==> config.mk <==
export PLATFORM = sky130hd
export DESIGN_NAME = tcr_top
export DESIGN_NICKNAME = d
export VERILOG_FILES = /design/src/verilog/tcr_pkg.sv /design/src/verilog/tcr_top.sv
export VERILOG_INCLUDE_DIRS = /design/src /design/src/verilog
export SDC_FILE = /design/constraint.sdc
export NUM_CORES = 2
export LEC_CHECK = 0
export BUFFER_PORTS_ARGS = -buffer_cell sky130_fd_sc_hd__buf_2
export CAP_MARGIN = 20
export CORE_AREA = 2 2 508 359
export DETAILED_ROUTE_END_ITERATION = 7
export DIE_AREA = 0 0 510 361
export GPL_TIMING_DRIVEN = 0
export PLACE_DENSITY = 0.47
export SLEW_MARGIN = 0
export SYNTH_ARGS = -nofsm -noshare
export SYNTH_HDL_FRONTEND = slang
export SYNTH_SLANG_ARGS = --single-unit
==> constraint.sdc <==
create_clock -name pclk -period 66.1 [get_ports pclk]
set_clock_uncertainty 0.15 [all_clocks]
set_input_delay 19.83 -clock pclk [delete_from_list [all_inputs] [get_ports pclk]]
set_output_delay 19.83 -clock pclk [all_outputs]
set_load 0.03 [all_outputs]
==> src/verilog/tcr_cfg.svh <==
// constants of the torque control reference block
// assumes: included by the top module only
`ifndef TCR_CFG_SVH
`define TCR_CFG_SVH
// clock, timing and percentage limits
`define TCR_CLK_NS     8
`define TCR_MS_NS      1000000
`define TCR_MAX_MS     10'd1000
`define TCR_MAX_PCT    7'd120
`define TCR_PCT_FULL   100
// register byte offsets
`define TCR_OFS_CFG    8'h00
`define TCR_OFS_TIME   8'h04
`define TCR_OFS_SPD    8'h08
`define TCR_OFS_TLIM   8'h0c
`define TCR_OFS_BIAS   8'h10
`define TCR_OFS_STAT   8'h14
`define TCR_OFS_ISTAT  8'h18
`define TCR_OFS_ICLR   8'h1c
`define TCR_OFS_IEN    8'h20
`define TCR_OFS_MON    8'h24
// reset values
`define TCR_RST_CFG    32'h0000_0010
`define TCR_RST_TIME   32'h0000_0000
`define TCR_RST_SPD    32'h0000_0a0a
`define TCR_RST_TLIM   32'h7fff_7fff
`define TCR_RST_BIAS   32'h0000_0000
// method, function and source codes
`define TCR_M_CLV      3'd3
`define TCR_M_PMCLV    3'd5
`define TCR_M_CLTRQ    3'd6
`define TCR_FN_SWITCH  8'd70
`define TCR_FN_TRQ     8'd15
`define TCR_FN_COMP    8'd16
`define TCR_FN_NONE    8'd0
`define TCR_LS_FREQ    2'd1
`define TCR_LS_PCT     2'd2
// event bit positions
`define TCR_EV_DUP     0
`define TCR_EV_MODE    1
`define TCR_EV_CLAMP   2
`define TCR_EV_N       3
`endif

==> src/verilog/tcr_pkg.sv <==
// types of the torque control reference block
// assumes: nothing beyond the constants header
package tcr_pkg;
    typedef enum logic [1:0] {
        TCR_SPEED  = 2'b01,
        TCR_TORQUE = 2'b10
    } tcr_mode_t;
endpackage : tcr_pkg

==> src/verilog/tcr_top.sv <==
// torque control reference path with apb register file
// assumes: one clock pclk, all inputs synchronous to it, apb master outside
`timescale 1ns/10ps
`default_nettype none
`include "tcr_cfg.svh"
module tcr_top #(
    parameter int DW     = 16,
    parameter int MS_CYC = `TCR_MS_NS / `TCR_CLK_NS
) (
    // clock and reset
    input  wire logic                 pclk,
    input  wire logic                 presetn,
    // apb slave
    input  wire logic [7:0]           paddr,
    input  wire logic                 psel,
    input  wire logic                 penable,
    input  wire logic                 pwrite,
    input  wire logic [31:0]          pwdata,
    input  wire logic [3:0]           pstrb,
    output logic      [31:0]          prdata,
    output logic                      pready,
    output logic                      pslverr,
    // drive side inputs
    input  wire logic signed [DW-1:0] analog_in1,
    input  wire logic signed [DW-1:0] analog_in2,
    input  wire logic signed [DW-1:0] freq_cmd,
    input  wire logic signed [DW-1:0] speed_fb,
    input  wire logic [DW-1:0]        max_freq,
    input  wire logic                 spd_trq_sel,
    // drive side outputs
    output logic signed [DW-1:0]      internal_torque_monitor,
    output logic signed [DW-1:0]      speed_ref,
    output logic                      torque_mode,
    output logic                      dir_reverse,
    output logic                      irq
);
    import tcr_pkg::*;

    // the negative limit sits at bit 16 and the gain shift at bits 19:16
    if (DW < 12 || DW > 16) begin : g_bad_dw
        $error("tcr_top: DW must lie in 12..16");
    end
    if (MS_CYC < 1) begin : g_bad_ms
        $error("tcr_top: MS_CYC must be at least 1");
    end

    localparam int XW = DW + 4;
    localparam logic signed [XW-1:0] XMAX = XW'((1 <<< (DW - 1)) - 1);

    ////////////////////////////////////////////////////////////////////
    // helpers
    function automatic logic [31:0] wmask(input logic [31:0] o,
                                          input logic [31:0] n,
                                          input logic [3:0]  s);
        logic [31:0] r;
        r = o;
        for (int i = 0; i < 4; i++) begin
            if (s[i]) begin
                r[i*8 +: 8] = n[i*8 +: 8];
            end
        end
        return r;
    endfunction : wmask

    function automatic logic signed [XW-1:0] clip(
            input logic signed [XW-1:0] v,
            input logic signed [XW-1:0] lo,
            input logic signed [XW-1:0] hi);
        if (v > hi) begin
            return hi;
        end else if (v < lo) begin
            return lo;
        end
        return v;
    endfunction : clip

    function automatic logic signed [XW-1:0] ext(input logic signed [DW-1:0] v);
        return XW'(v);
    endfunction : ext

    function automatic logic signed [XW-1:0] pct_of(input logic [6:0] p,
                                                   input logic [DW-1:0] m);
        logic [DW+7:0] prod;
        prod = m * p;
        return XW'(prod / `TCR_PCT_FULL);
    endfunction : pct_of

    ////////////////////////////////////////////////////////////////////
    // registers
    logic [31:0] cfg_r, cfg_nxt, time_r, time_nxt, spd_r, spd_nxt;
    logic [31:0] tlim_r, tlim_nxt, bias_r, bias_nxt;
    logic [`TCR_EV_N-1:0] ist_r, ist_nxt, ien_r, ien_nxt, ev;
    logic [31:0] prdata_r, prdata_nxt;
    logic        pready_r, pready_nxt, pslverr_r, pslverr_nxt;
    logic        dup_r, dup_nxt;

    logic [2:0]  control_method_select;
    logic [1:0]  speed_limit_source;
    logic [7:0]  multi_function_input_select;
    logic [7:0]  analog_in1_function, analog_in2_function;
    logic [9:0]  torque_filter_time, control_switch_delay;
    logic [6:0]  forward_speed_limit, reverse_speed_limit;
    logic [DW-1:0] tlim_pos, tlim_neg, lim_bias;
    logic [3:0]  comp_shift;

    assign control_method_select       = cfg_r[2:0];
    assign speed_limit_source          = cfg_r[5:4];
    assign multi_function_input_select = cfg_r[15:8];
    assign analog_in1_function         = cfg_r[23:16];
    assign analog_in2_function         = cfg_r[31:24];
    assign torque_filter_time          = time_r[9:0];
    assign control_switch_delay        = time_r[25:16];
    assign forward_speed_limit         = spd_r[6:0];
    assign reverse_speed_limit         = spd_r[14:8];
    assign tlim_pos                    = tlim_r[DW-1:0];
    assign tlim_neg                    = tlim_r[16 +: DW];
    assign lim_bias                    = bias_r[DW-1:0];
    assign comp_shift                  = bias_r[19:16];

    ////////////////////////////////////////////////////////////////////
    // drive state
    tcr_mode_t   mode_r, mode_nxt;
    logic        sel_r, sel_nxt, pend_r, pend_nxt;
    logic [9:0]  dly_r, dly_nxt;
    logic [$clog2(MS_CYC+1)-1:0] tick_cnt_r, tick_cnt_nxt;
    logic        tick;
    logic signed [DW-1:0] filt_r, filt_nxt;
    logic signed [DW-1:0] trq_out_r, trq_out_nxt, spd_out_r, spd_out_nxt;
    logic        dir_r, dir_nxt, irq_r, irq_nxt, clamp_r, clamp_nxt;

    logic        sw_ok, trq_en, in_torque;
    logic signed [DW-1:0] trq_src, comp_src;
    logic signed [XW-1:0] lim_f, lim_r, marg_f, marg_r, comp, sum, lo, hi;
    logic signed [XW-1:0] clamped, fstep;

    ////////////////////////////////////////////////////////////////////
    // mode selection and changeover delay
    always_comb begin
        sw_ok = (control_method_select == `TCR_M_CLV ||
                 control_method_select == `TCR_M_PMCLV) &&
                multi_function_input_select == `TCR_FN_SWITCH;
        trq_en = control_method_select == `TCR_M_CLTRQ || sw_ok;
        tick = tick_cnt_r == ($bits(tick_cnt_r))'(MS_CYC - 1);
        tick_cnt_nxt = tick ? '0 : tick_cnt_r + 1'b1;
        sel_nxt = spd_trq_sel;
        pend_nxt = pend_r;
        dly_nxt = dly_r;
        mode_nxt = mode_r;
        if (!trq_en) begin
            mode_nxt = TCR_SPEED;
            pend_nxt = 1'b0;
        end else if (!sw_ok) begin
            mode_nxt = TCR_TORQUE;
            pend_nxt = 1'b0;
        end else if (sel_r != spd_trq_sel ||
                     (!pend_r && (mode_r == TCR_TORQUE) != sel_r)) begin
            // entering switch mode with the select already set also starts a delay
            pend_nxt = 1'b1;
            dly_nxt = control_switch_delay;
            // prescaler restart: whole ms delay, filter step slips under one ms
            tick_cnt_nxt = '0;
        end else if (pend_r) begin
            if (dly_r == '0) begin
                pend_nxt = 1'b0;
                mode_nxt = sel_r ? TCR_TORQUE : TCR_SPEED;
            end else if (tick) begin
                dly_nxt = dly_r - 1'b1;
            end
        end
    end

    always_ff @(posedge pclk or negedge presetn) begin
        if (!presetn) begin
            mode_r <= TCR_SPEED;
            sel_r <= 1'b0;
            pend_r <= 1'b0;
            dly_r <= '0;
            tick_cnt_r <= '0;
        end else begin
            mode_r <= mode_nxt;
            sel_r <= sel_nxt;
            pend_r <= pend_nxt;
            dly_r <= dly_nxt;
            tick_cnt_r <= tick_cnt_nxt;
        end
    end

    ////////////////////////////////////////////////////////////////////
    // torque path
    always_comb begin
        in_torque = mode_r == TCR_TORQUE;
        trq_src = '0;
        comp_src = '0;
        if (analog_in1_function == `TCR_FN_TRQ) begin
            trq_src = analog_in1;
        end else if (analog_in2_function == `TCR_FN_TRQ) begin
            trq_src = analog_in2;
        end
        if (analog_in1_function == `TCR_FN_COMP) begin
            comp_src = analog_in1;
        end else if (analog_in2_function == `TCR_FN_COMP) begin
            comp_src = analog_in2;
        end
        // first order lag, one step per ms
        fstep = (ext(trq_src) - ext(filt_r)) /
                $signed({{(XW-11){1'b0}}, torque_filter_time, 1'b0} >>> 1);
        filt_nxt = filt_r;
        if (torque_filter_time == '0) begin
            filt_nxt = trq_src;
        end else if (tick) begin
            filt_nxt = DW'(ext(filt_r) + fstep);
        end
        if (speed_limit_source == `TCR_LS_PCT) begin
            lim_f = pct_of(forward_speed_limit, max_freq);
            lim_r = pct_of(reverse_speed_limit, max_freq);
        end else begin
            // frequency command arrives already ramped and s-curved
            lim_f = freq_cmd < 0 ? -ext(freq_cmd) : ext(freq_cmd);
            lim_r = lim_f;
        end
        marg_f = lim_f - ext(speed_fb);
        marg_r = lim_r + ext(speed_fb);
        comp = '0;
        if (marg_f < ext(lim_bias)) begin
            comp = -((ext(lim_bias) - marg_f) <<< comp_shift);
        end else if (marg_r < ext(lim_bias)) begin
            comp = (ext(lim_bias) - marg_r) <<< comp_shift;
        end
        comp = clip(comp, -XMAX, XMAX);
        sum = ext(filt_r) + comp + ext(comp_src);
        hi = XW'(tlim_pos);
        lo = -XW'(tlim_neg);
        clamped = clip(sum, lo, hi);
        clamp_nxt = in_torque && (sum > hi || sum < lo);
        if (in_torque) begin
            trq_out_nxt = DW'(clamped);
            spd_out_nxt = freq_cmd;
            dir_nxt = trq_src < 0;
        end else begin
            trq_out_nxt = tlim_pos;
            spd_out_nxt = freq_cmd;
            dir_nxt = freq_cmd < 0;
        end
    end

    always_ff @(posedge pclk or negedge presetn) begin
        if (!presetn) begin
            filt_r <= '0;
            trq_out_r <= '0;
            spd_out_r <= '0;
            dir_r <= 1'b0;
            clamp_r <= 1'b0;
        end else begin
            filt_r <= filt_nxt;
            trq_out_r <= trq_out_nxt;
            spd_out_r <= spd_out_nxt;
            dir_r <= dir_nxt;
            clamp_r <= clamp_nxt;
        end
    end

    ////////////////////////////////////////////////////////////////////
    // apb slave, no wait states: read data built in the setup cycle
    logic        setup, access, wr;
    logic [31:0] cfg_w;

    always_comb begin
        setup = psel && !penable;
        access = psel && penable && pready_r;
        wr = access && pwrite;
        cfg_nxt = cfg_r;
        time_nxt = time_r;
        spd_nxt = spd_r;
        tlim_nxt = tlim_r;
        bias_nxt = bias_r;
        ien_nxt = ien_r;
        dup_nxt = 1'b0;
        ev = '0;
        cfg_w = wmask(cfg_r, pwdata, pstrb);
        if (wr && paddr == `TCR_OFS_CFG) begin
            if (cfg_w[23:16] == cfg_w[31:24] &&
                cfg_w[23:16] != `TCR_FN_NONE) begin
                dup_nxt = 1'b1;
            end else begin
                cfg_nxt = cfg_w;
            end
        end else if (wr && paddr == `TCR_OFS_TIME) begin
            time_nxt = wmask(time_r, pwdata, pstrb);
            if (time_nxt[9:0] > `TCR_MAX_MS) begin
                time_nxt[9:0] = `TCR_MAX_MS;
            end
            if (time_nxt[25:16] > `TCR_MAX_MS) begin
                time_nxt[25:16] = `TCR_MAX_MS;
            end
            time_nxt[31:26] = '0;
            time_nxt[15:10] = '0;
        end else if (wr && paddr == `TCR_OFS_SPD) begin
            spd_nxt = wmask(spd_r, pwdata, pstrb) & 32'h0000_7f7f;
            if (spd_nxt[6:0] > `TCR_MAX_PCT) begin
                spd_nxt[6:0] = `TCR_MAX_PCT;
            end
            if (spd_nxt[14:8] > `TCR_MAX_PCT) begin
                spd_nxt[14:8] = `TCR_MAX_PCT;
            end
        end else if (wr && paddr == `TCR_OFS_TLIM) begin
            tlim_nxt = wmask(tlim_r, pwdata, pstrb);
        end else if (wr && paddr == `TCR_OFS_BIAS) begin
            bias_nxt = wmask(bias_r, pwdata, pstrb);
        end else if (wr && paddr == `TCR_OFS_IEN) begin
            ien_nxt = pwdata[`TCR_EV_N-1:0];
        end
        ev[`TCR_EV_DUP] = dup_r;
        ev[`TCR_EV_MODE] = mode_nxt != mode_r;
        ev[`TCR_EV_CLAMP] = clamp_nxt && !clamp_r;
        // a new event wins over a clear in the same cycle
        ist_nxt = ist_r;
        if (wr && paddr == `TCR_OFS_ICLR) begin
            ist_nxt = ist_r & ~pwdata[`TCR_EV_N-1:0];
        end
        ist_nxt = ist_nxt | ev;
        irq_nxt = |(ist_nxt & ien_nxt);
        pready_nxt = setup;
        pslverr_nxt = 1'b0;
        prdata_nxt = prdata_r;
        if (setup) begin
            prdata_nxt = '0;
            if (paddr == `TCR_OFS_CFG) begin
                prdata_nxt = cfg_r;
            end else if (paddr == `TCR_OFS_TIME) begin
                prdata_nxt = time_r;
            end else if (paddr == `TCR_OFS_SPD) begin
                prdata_nxt = spd_r;
            end else if (paddr == `TCR_OFS_TLIM) begin
                prdata_nxt = tlim_r;
            end else if (paddr == `TCR_OFS_BIAS) begin
                prdata_nxt = bias_r;
            end else if (paddr == `TCR_OFS_STAT) begin
                prdata_nxt = {26'h0, pend_r, dir_r, clamp_r,
                              sw_ok, trq_en, mode_r == TCR_TORQUE};
            end else if (paddr == `TCR_OFS_ISTAT) begin
                prdata_nxt = 32'(ist_r);
            end else if (paddr == `TCR_OFS_ICLR) begin
                prdata_nxt = '0;
            end else if (paddr == `TCR_OFS_IEN) begin
                prdata_nxt = 32'(ien_r);
            end else if (paddr == `TCR_OFS_MON) begin
                prdata_nxt = 32'(trq_out_r);
            end else begin
                pslverr_nxt = 1'b1;
            end
        end
    end

    always_ff @(posedge pclk or negedge presetn) begin
        if (!presetn) begin
            cfg_r <= `TCR_RST_CFG;
            time_r <= `TCR_RST_TIME;
            spd_r <= `TCR_RST_SPD;
            tlim_r <= `TCR_RST_TLIM;
            bias_r <= `TCR_RST_BIAS;
            ist_r <= '0;
            ien_r <= '0;
            dup_r <= 1'b0;
            irq_r <= 1'b0;
            prdata_r <= '0;
            pready_r <= 1'b0;
            pslverr_r <= 1'b0;
        end else begin
            cfg_r <= cfg_nxt;
            time_r <= time_nxt;
            spd_r <= spd_nxt;
            tlim_r <= tlim_nxt;
            bias_r <= bias_nxt;
            ist_r <= ist_nxt;
            ien_r <= ien_nxt;
            dup_r <= dup_nxt;
            irq_r <= irq_nxt;
            prdata_r <= prdata_nxt;
            pready_r <= pready_nxt;
            pslverr_r <= pslverr_nxt;
        end
    end

    assign prdata = prdata_r;
    assign pready = pready_r;
    assign pslverr = pslverr_r;
    assign internal_torque_monitor = trq_out_r;
    assign speed_ref = spd_out_r;
    assign torque_mode = mode_r == TCR_TORQUE;
    assign dir_reverse = dir_r;
    assign irq = irq_r;
endmodule : tcr_top
`default_nettype wire

Yosys cells after proc, flatten, opt, wreduce, memory -nomap -nowiden
Index checks and enable logic that the tools add are counted.

Bits in registers: 253. Bits of input ports: 130.

Add/sub/neg operators: 13. Multipliers: 2. Divide/modulo/power cells: 3. Magnitude comparators: 12. Equality and inequality tests: 25. Shift operators: 2. Mux-type cells: 98. Bitwise gates (word level): 9. Reductions and logical operators: 45.

Operators by type and width (number): 32-bit two-way mux (10); 16-bit two-way mux (10); 20-bit two-way mux (8); 7-bit two-way mux (10); 17-bit two-way mux (4); 23-bit by 7-bit divider with 32-bit output, second input constant (2); 8-bit two-way mux (8); 10-bit two-way mux (6); 8-bit by 5-bit == test with 1-bit output, second input constant (6); 16-bit by 7-bit multiplier with 23-bit output (2); 20-bit by 16-bit adder with 20-bit output (2); 20-bit by 16-bit < comparator with 1-bit output (2); 16-bit negator with 20-bit output (2); 20-bit by 4-bit <<< shifter with 20-bit output (2); 16-bit by 20-bit subtractor with 20-bit output (2); 8-bit by 4-bit == test with 1-bit output, second input constant (4); 16-bit by 1-bit < comparator with 1-bit output, second input constant (2); 5-bit AND reduction (5); 2-bit two-way mux (12); 6-bit AND reduction (4); 1-bit two-way mux (23); 3-bit two-way mux (7); 16-bit by 20-bit adder with 20-bit output (1); 20-bit by 11-bit divider with 20-bit output (1); other kinds (37) (74).

Depth between registers and ports, before layout
Depth after elaboration: 21. Depth in mapped cells: 285.

Least setup slack after synthesis
Ideal clock, no wire load.

Path type: input to register. Start: in analog_in1[0]. End: reg filt_r[15]. Arrival time: 70779 ps. Path slack: -4966 ps. Stages on the path: 272. Path through: a22oi_1 ha_1 inv_1 fa_1 a21o_1 a21oi_1 o21bai_1 a21oi_1 o21bai_1 a21oi_1 o21ai_0 a21oi_1 o21ai_0 a21oi_1 xnor2_1 a2111o_1 nor3_1 ha_1 [... 236 more ...] a21o_1 a21o_1 a21oi_1 o21bai_1 a21oi_1 o21bai_1 a21oi_1 o21bai_1 a21oi_1 o21bai_1 a21oi_1 o21bai_1 a21oi_1 xnor2_1 xnor2_1 nor2_1 xnor2_1 a21oi_1.

Cells in the longest elaborated chain, start to end: 6.

Ends and longest elaborated chain: start, declared (RTL line tcr_top.sv:24) `input wire logic signed [DW-1:0] analog_in1,`; 16-bit two-way mux (RTL line tcr_top.sv:194) `` if (analog_in1_function == `TCR_FN_TRQ) begin ``; 16-bit by 16-bit subtractor with 17-bit output (RTL line tcr_top.sv:205) `fstep = (ext(trq_src) - ext(filt_r)) /`; 20-bit by 11-bit divider with 20-bit output (RTL line tcr_top.sv:205); 16-bit adder (RTL line tcr_top.sv:211) `filt_nxt = DW'(ext(filt_r) + fstep);`; 16-bit two-way mux (RTL line tcr_top.sv:210) `end else if (tick) begin`; 16-bit two-way mux (RTL line tcr_top.sv:208) `if (torque_filter_time == '0) begin`; end signal, assigned (RTL line tcr_top.sv:254) `filt_r <= filt_nxt;`; end, declared (RTL line tcr_top.sv:127) `logic signed [DW-1:0] filt_r, filt_nxt;`.

No other way between the ends. The select of a mux whose other input is x is not followed. A chain may end at the register's enable or synchronous reset.

Final worst setup path
Same ends and word-level chain as after synthesis.

==> results.json <==
{
  "outcome": "complete, but fails checks",
  "violations": "DRC, setup timing",
  "grt_pass1_vias": 43700,
  "hold_class": "reg -> reg",
  "grt_pass1_wl_um": 278000,
  "drv_cap": 0,
  "netlist-cell-type-count": 143,
  "track_usage": 0.194,
  "crit_path_frequent_cell": "o21a_1",
  "syn2layout_area_growth_pct": 21.4,
  "finalWirelength_um": 187000,
  "async_flop_share": 1.00,
  "routed-wl-met2_um": 71600,
  "maxSlewViolCount": 0,
  "met3_length_um": 16800,
  "drt-met1-wl_um": 95100,
  "rows": 130,
  "drtAntennaViolNets": 0,
  "viasPerCell": 5.39,
  "tightest_slew_ns": 1.16,
  "crit_type": "in -> reg",
  "finalCritPeriodShare": 1.03,
  "cts_root_buffer": "clkbuf_16",
  "grt_max_degree": 92,
  "cts_tree": "yes",
  "portBuffers": 195,
  "setup_viol": 15,
  "cp_num_buf_inv": 41,
  "initial_core_util": 0.250,
  "crit_path_max_fanout": 8,
  "syn_area_per_cell_um2": 7.78,
  "die-area_um2": 184000,
  "dp.cells": 8323,
  "cts-buffers-inserted": 30,
  "crit_required_ns": 66.45,
  "dr.first_iter.drc_count": 4856,
  "crit_family": "compound AO/OA/AOI/OAI gates",
  "grt_overflow": 0,
  "antenna_found_initial": 28,
  "synth_warnings": 0,
  "place_congestion": 0.926,
  "cts.sink_count": 253,
  "end_kind": "flip-flop",
  "coreArea_um2": 179000,
  "fin_ws_ns": -1.79,
  "ys.flop_type": "dfrtp_1",
  "h-tree-depth": 1,
  "synth_seq_area_share": 0.143,
  "crit_slowest_cell": "ha_2",
  "syn_inst": 5734,
  "seqCellArea_um2": 6380,
  "fin_nets": 7080,
  "drt-wirelength-per-cell_um": 21.3,
  "clkTransAtPathRegs_ns": 0.07,
  "insertion_delay_ns": 0.64,
  "place_hpwl_um": 149000,
  "syn_area_um2": 44600,
  "instances_no_fill": 8786,
  "cp.arrival_ns": 68.24,
  "vias": 47400,
  "final.fill_count": 19000,
  "cts_buffer_depth": 3,
  "rsz0062_at_grt": "true",
  "crit_path_start_kind": "input port",
  "cpPeakStageDelay_ns": 0.49,
  "relSlewSlack": 0.224,
  "hold_viol_final": 0,
  "fin_crit_ns": 67.89,
  "r2r_slack_ns": 15.36,
  "io_pins": 199,
  "drt_pre_antenna_iters": 8,
  "multi_input_area_um2": 37000,
  "synth_edf_count": 0,
  "top_layer": "met5",
  "die_w_um": 510,
  "timing.fmax_mhz": 14.7,
  "synth_seq_cells": 253,
  "drc": 8,
  "drive_above_1_share": 0.191,
  "die_h_um": 361
}
-- worst reg2reg max path: cells and delay by family (launching register included) --
kind	cells	cell delay, ns
buffers and inverters	42	5.82
muxes	4	1.05
and+or+nand+nor	50	9.25
xor gates and xnor gates	3	0.48
DFF	1	0.43
adders and majority gates	20	5.24
AOI/OAI and AO/OA	167	28.21
-- synthesized netlist by cell type (18+ instances only) --
master	number	area share
a211oi_1	52	0.0088
a21o_1	112	0.019
a21oi_1	361	0.041
a221oi_1	30	0.0059
a22o_1	38	0.0075
a22oi_1	43	0.0072
a31oi_1	87	0.012
and2_1	138	0.019
and3_1	23	0.0032
buf_2	31	0.0035
clkbuf_1	166	0.014
dfrtp_1	217	0.12
dfstp_2	36	0.021
fa_1	164	0.074
ha_1	408	0.11
inv_1	383	0.032
mux2_2	180	0.045
mux2i_1	80	0.018
nand2_1	589	0.050
nand2b_1	67	0.0094
nand3_1	113	0.013
nand4_1	46	0.0065
nor2_1	457	0.038
nor2b_1	53	0.0074
nor3_1	217	0.024
nor4_1	33	0.0046
o2111ai_1	21	0.0041
o211a_1	18	0.0040
o211ai_1	56	0.0094
o21a_1	159	0.027
o21ai_0	333	0.037
o21ai_1	30	0.0034
o21bai_1	51	0.0086
o22ai_1	47	0.0066
o31ai_1	49	0.0082
or2_2	33	0.0046
or3_1	44	0.0062
xnor2_1	218	0.043
xor2_1	105	0.021
-- flip-flops by register name (all words and copies together), names as in the netlist, 16 cells and up --
register,flops
bias_r,32
cfg_r,32
filt_r,16
internal_torque_monitor,16
prdata,32
speed_ref,16
tick_cnt_r,17
time_r,20
tlim_r,32
-- worst paths after layout --
| kind | from | cells after the start | to |
|---|---|---|---|
| setup / recovery | analog_in1[0] | 281 | filt_r[15]$_DFFE_PN0P_ |
| hold / removal | dup_r$_DFF_PN0_ | 1 | ist_r[0]$_DFF_PN0_ |
| setup reg to reg | cfg_r[29]$_DFFE_PN0P_ | 286 | filt_r[15]$_DFFE_PN0P_ |
| hold reg to reg | dup_r$_DFF_PN0_ | 1 | ist_r[0]$_DFF_PN0_ |
| max in group asynchronous | presetn | 2 | speed_ref[1]$_DFF_PN0_ |
| min in group asynchronous | presetn | 1 | tick_cnt_r[15]$_DFF_PN0_ |
-- cell families after synthesis --
family | count (synthesis) | synth area share
xor gates and xnor gates | 330 | 0.0662
AOI/OAI and AO/OA | 1781 | 0.276
and+or+nand+nor | 1913 | 0.205
adders and majority gates | 581 | 0.190
DFF | 253 | 0.143
other | 1 | 0.0000841
muxes | 269 | 0.0672
buffers and inverters | 606 | 0.0522
-- cell type report --
| cell class | count | share of cell area |
|---|---|---|
| diodes | 8 | 0.000370 |
| plain buffers | 218 | 0.0206 |
| clock buffers | 41 | 0.0155 |
| clock inverters | 15 | 0.00310 |
| inverters | 388 | 0.0271 |
| multi-input cells | 4881 | 0.683 |
| flip-flops and latches | 253 | 0.118 |
| well taps | 2376 | 0.0549 |
| repair buffers | 606 | 0.0774 |
-- cell usage in the layout, fill, tap and decap left out, types with 47 or more instances in the layout --
cell type,count
a21oi_1,329
nand2b_1,66
o21a_1,158
buf_4,396
o21ai_0,300
nor3_1,212
dfrtp_1,217
a21o_1,112
a31oi_1,83
mux2_2,168
xnor2_1,206
clkbuf_1,155
nand3_1,113
mux2i_1,78
o22ai_1,47
buf_2,227
and2_1,138
inv_1,380
fa_1,162
nor2_1,440
o211ai_1,56
nand2_1,582
a211oi_1,50
xor2_1,103
o21bai_1,51
nor2b_1,50
ha_1,388
-- what timing repair did --
item                                    4_1_cts  5_1_grt
pin swaps                                   224      215
hold buffers                                  0        0
buffers inserted                            322       77
endpoints found under the setup margin       16       16
cloned                                        1        0
gates resized for setup                     136       60
-- per-layer routing --
metal | up-vias | global-route usage
li1 | 22200 | -
met1 | 23100 | 0.310
met2 | 1861 | 0.261
met3 | 173 | 0.0420
met4 | 14 | 0.0322
met5 | - | 0
-- stage by stage --
stage / worst slack, ns / hold slack (ns) / area [um2] / TNS [ns] / util
floorplan: -0.216 / 0.274 / 45000 / -0.230 / -
global placement: -7.85 / 0.291 / 49000 / -104.95 / 0.274
detailed placement: -8.26 / 0.302 / 49200 / -111.41 / 0.275
CTS: -2.03 / 0.316 / 53200 / -14.01 / 0.298
global route: -4.04 / 0.348 / 54100 / -47.72 / 0.303
finish: -1.79 / 0.311 / 54200 / -13.81 / 0.303
Power is left out: the tool's default activity adds up to more than one toggle a clock period on the data nets, which glitch-free logic cannot reach.
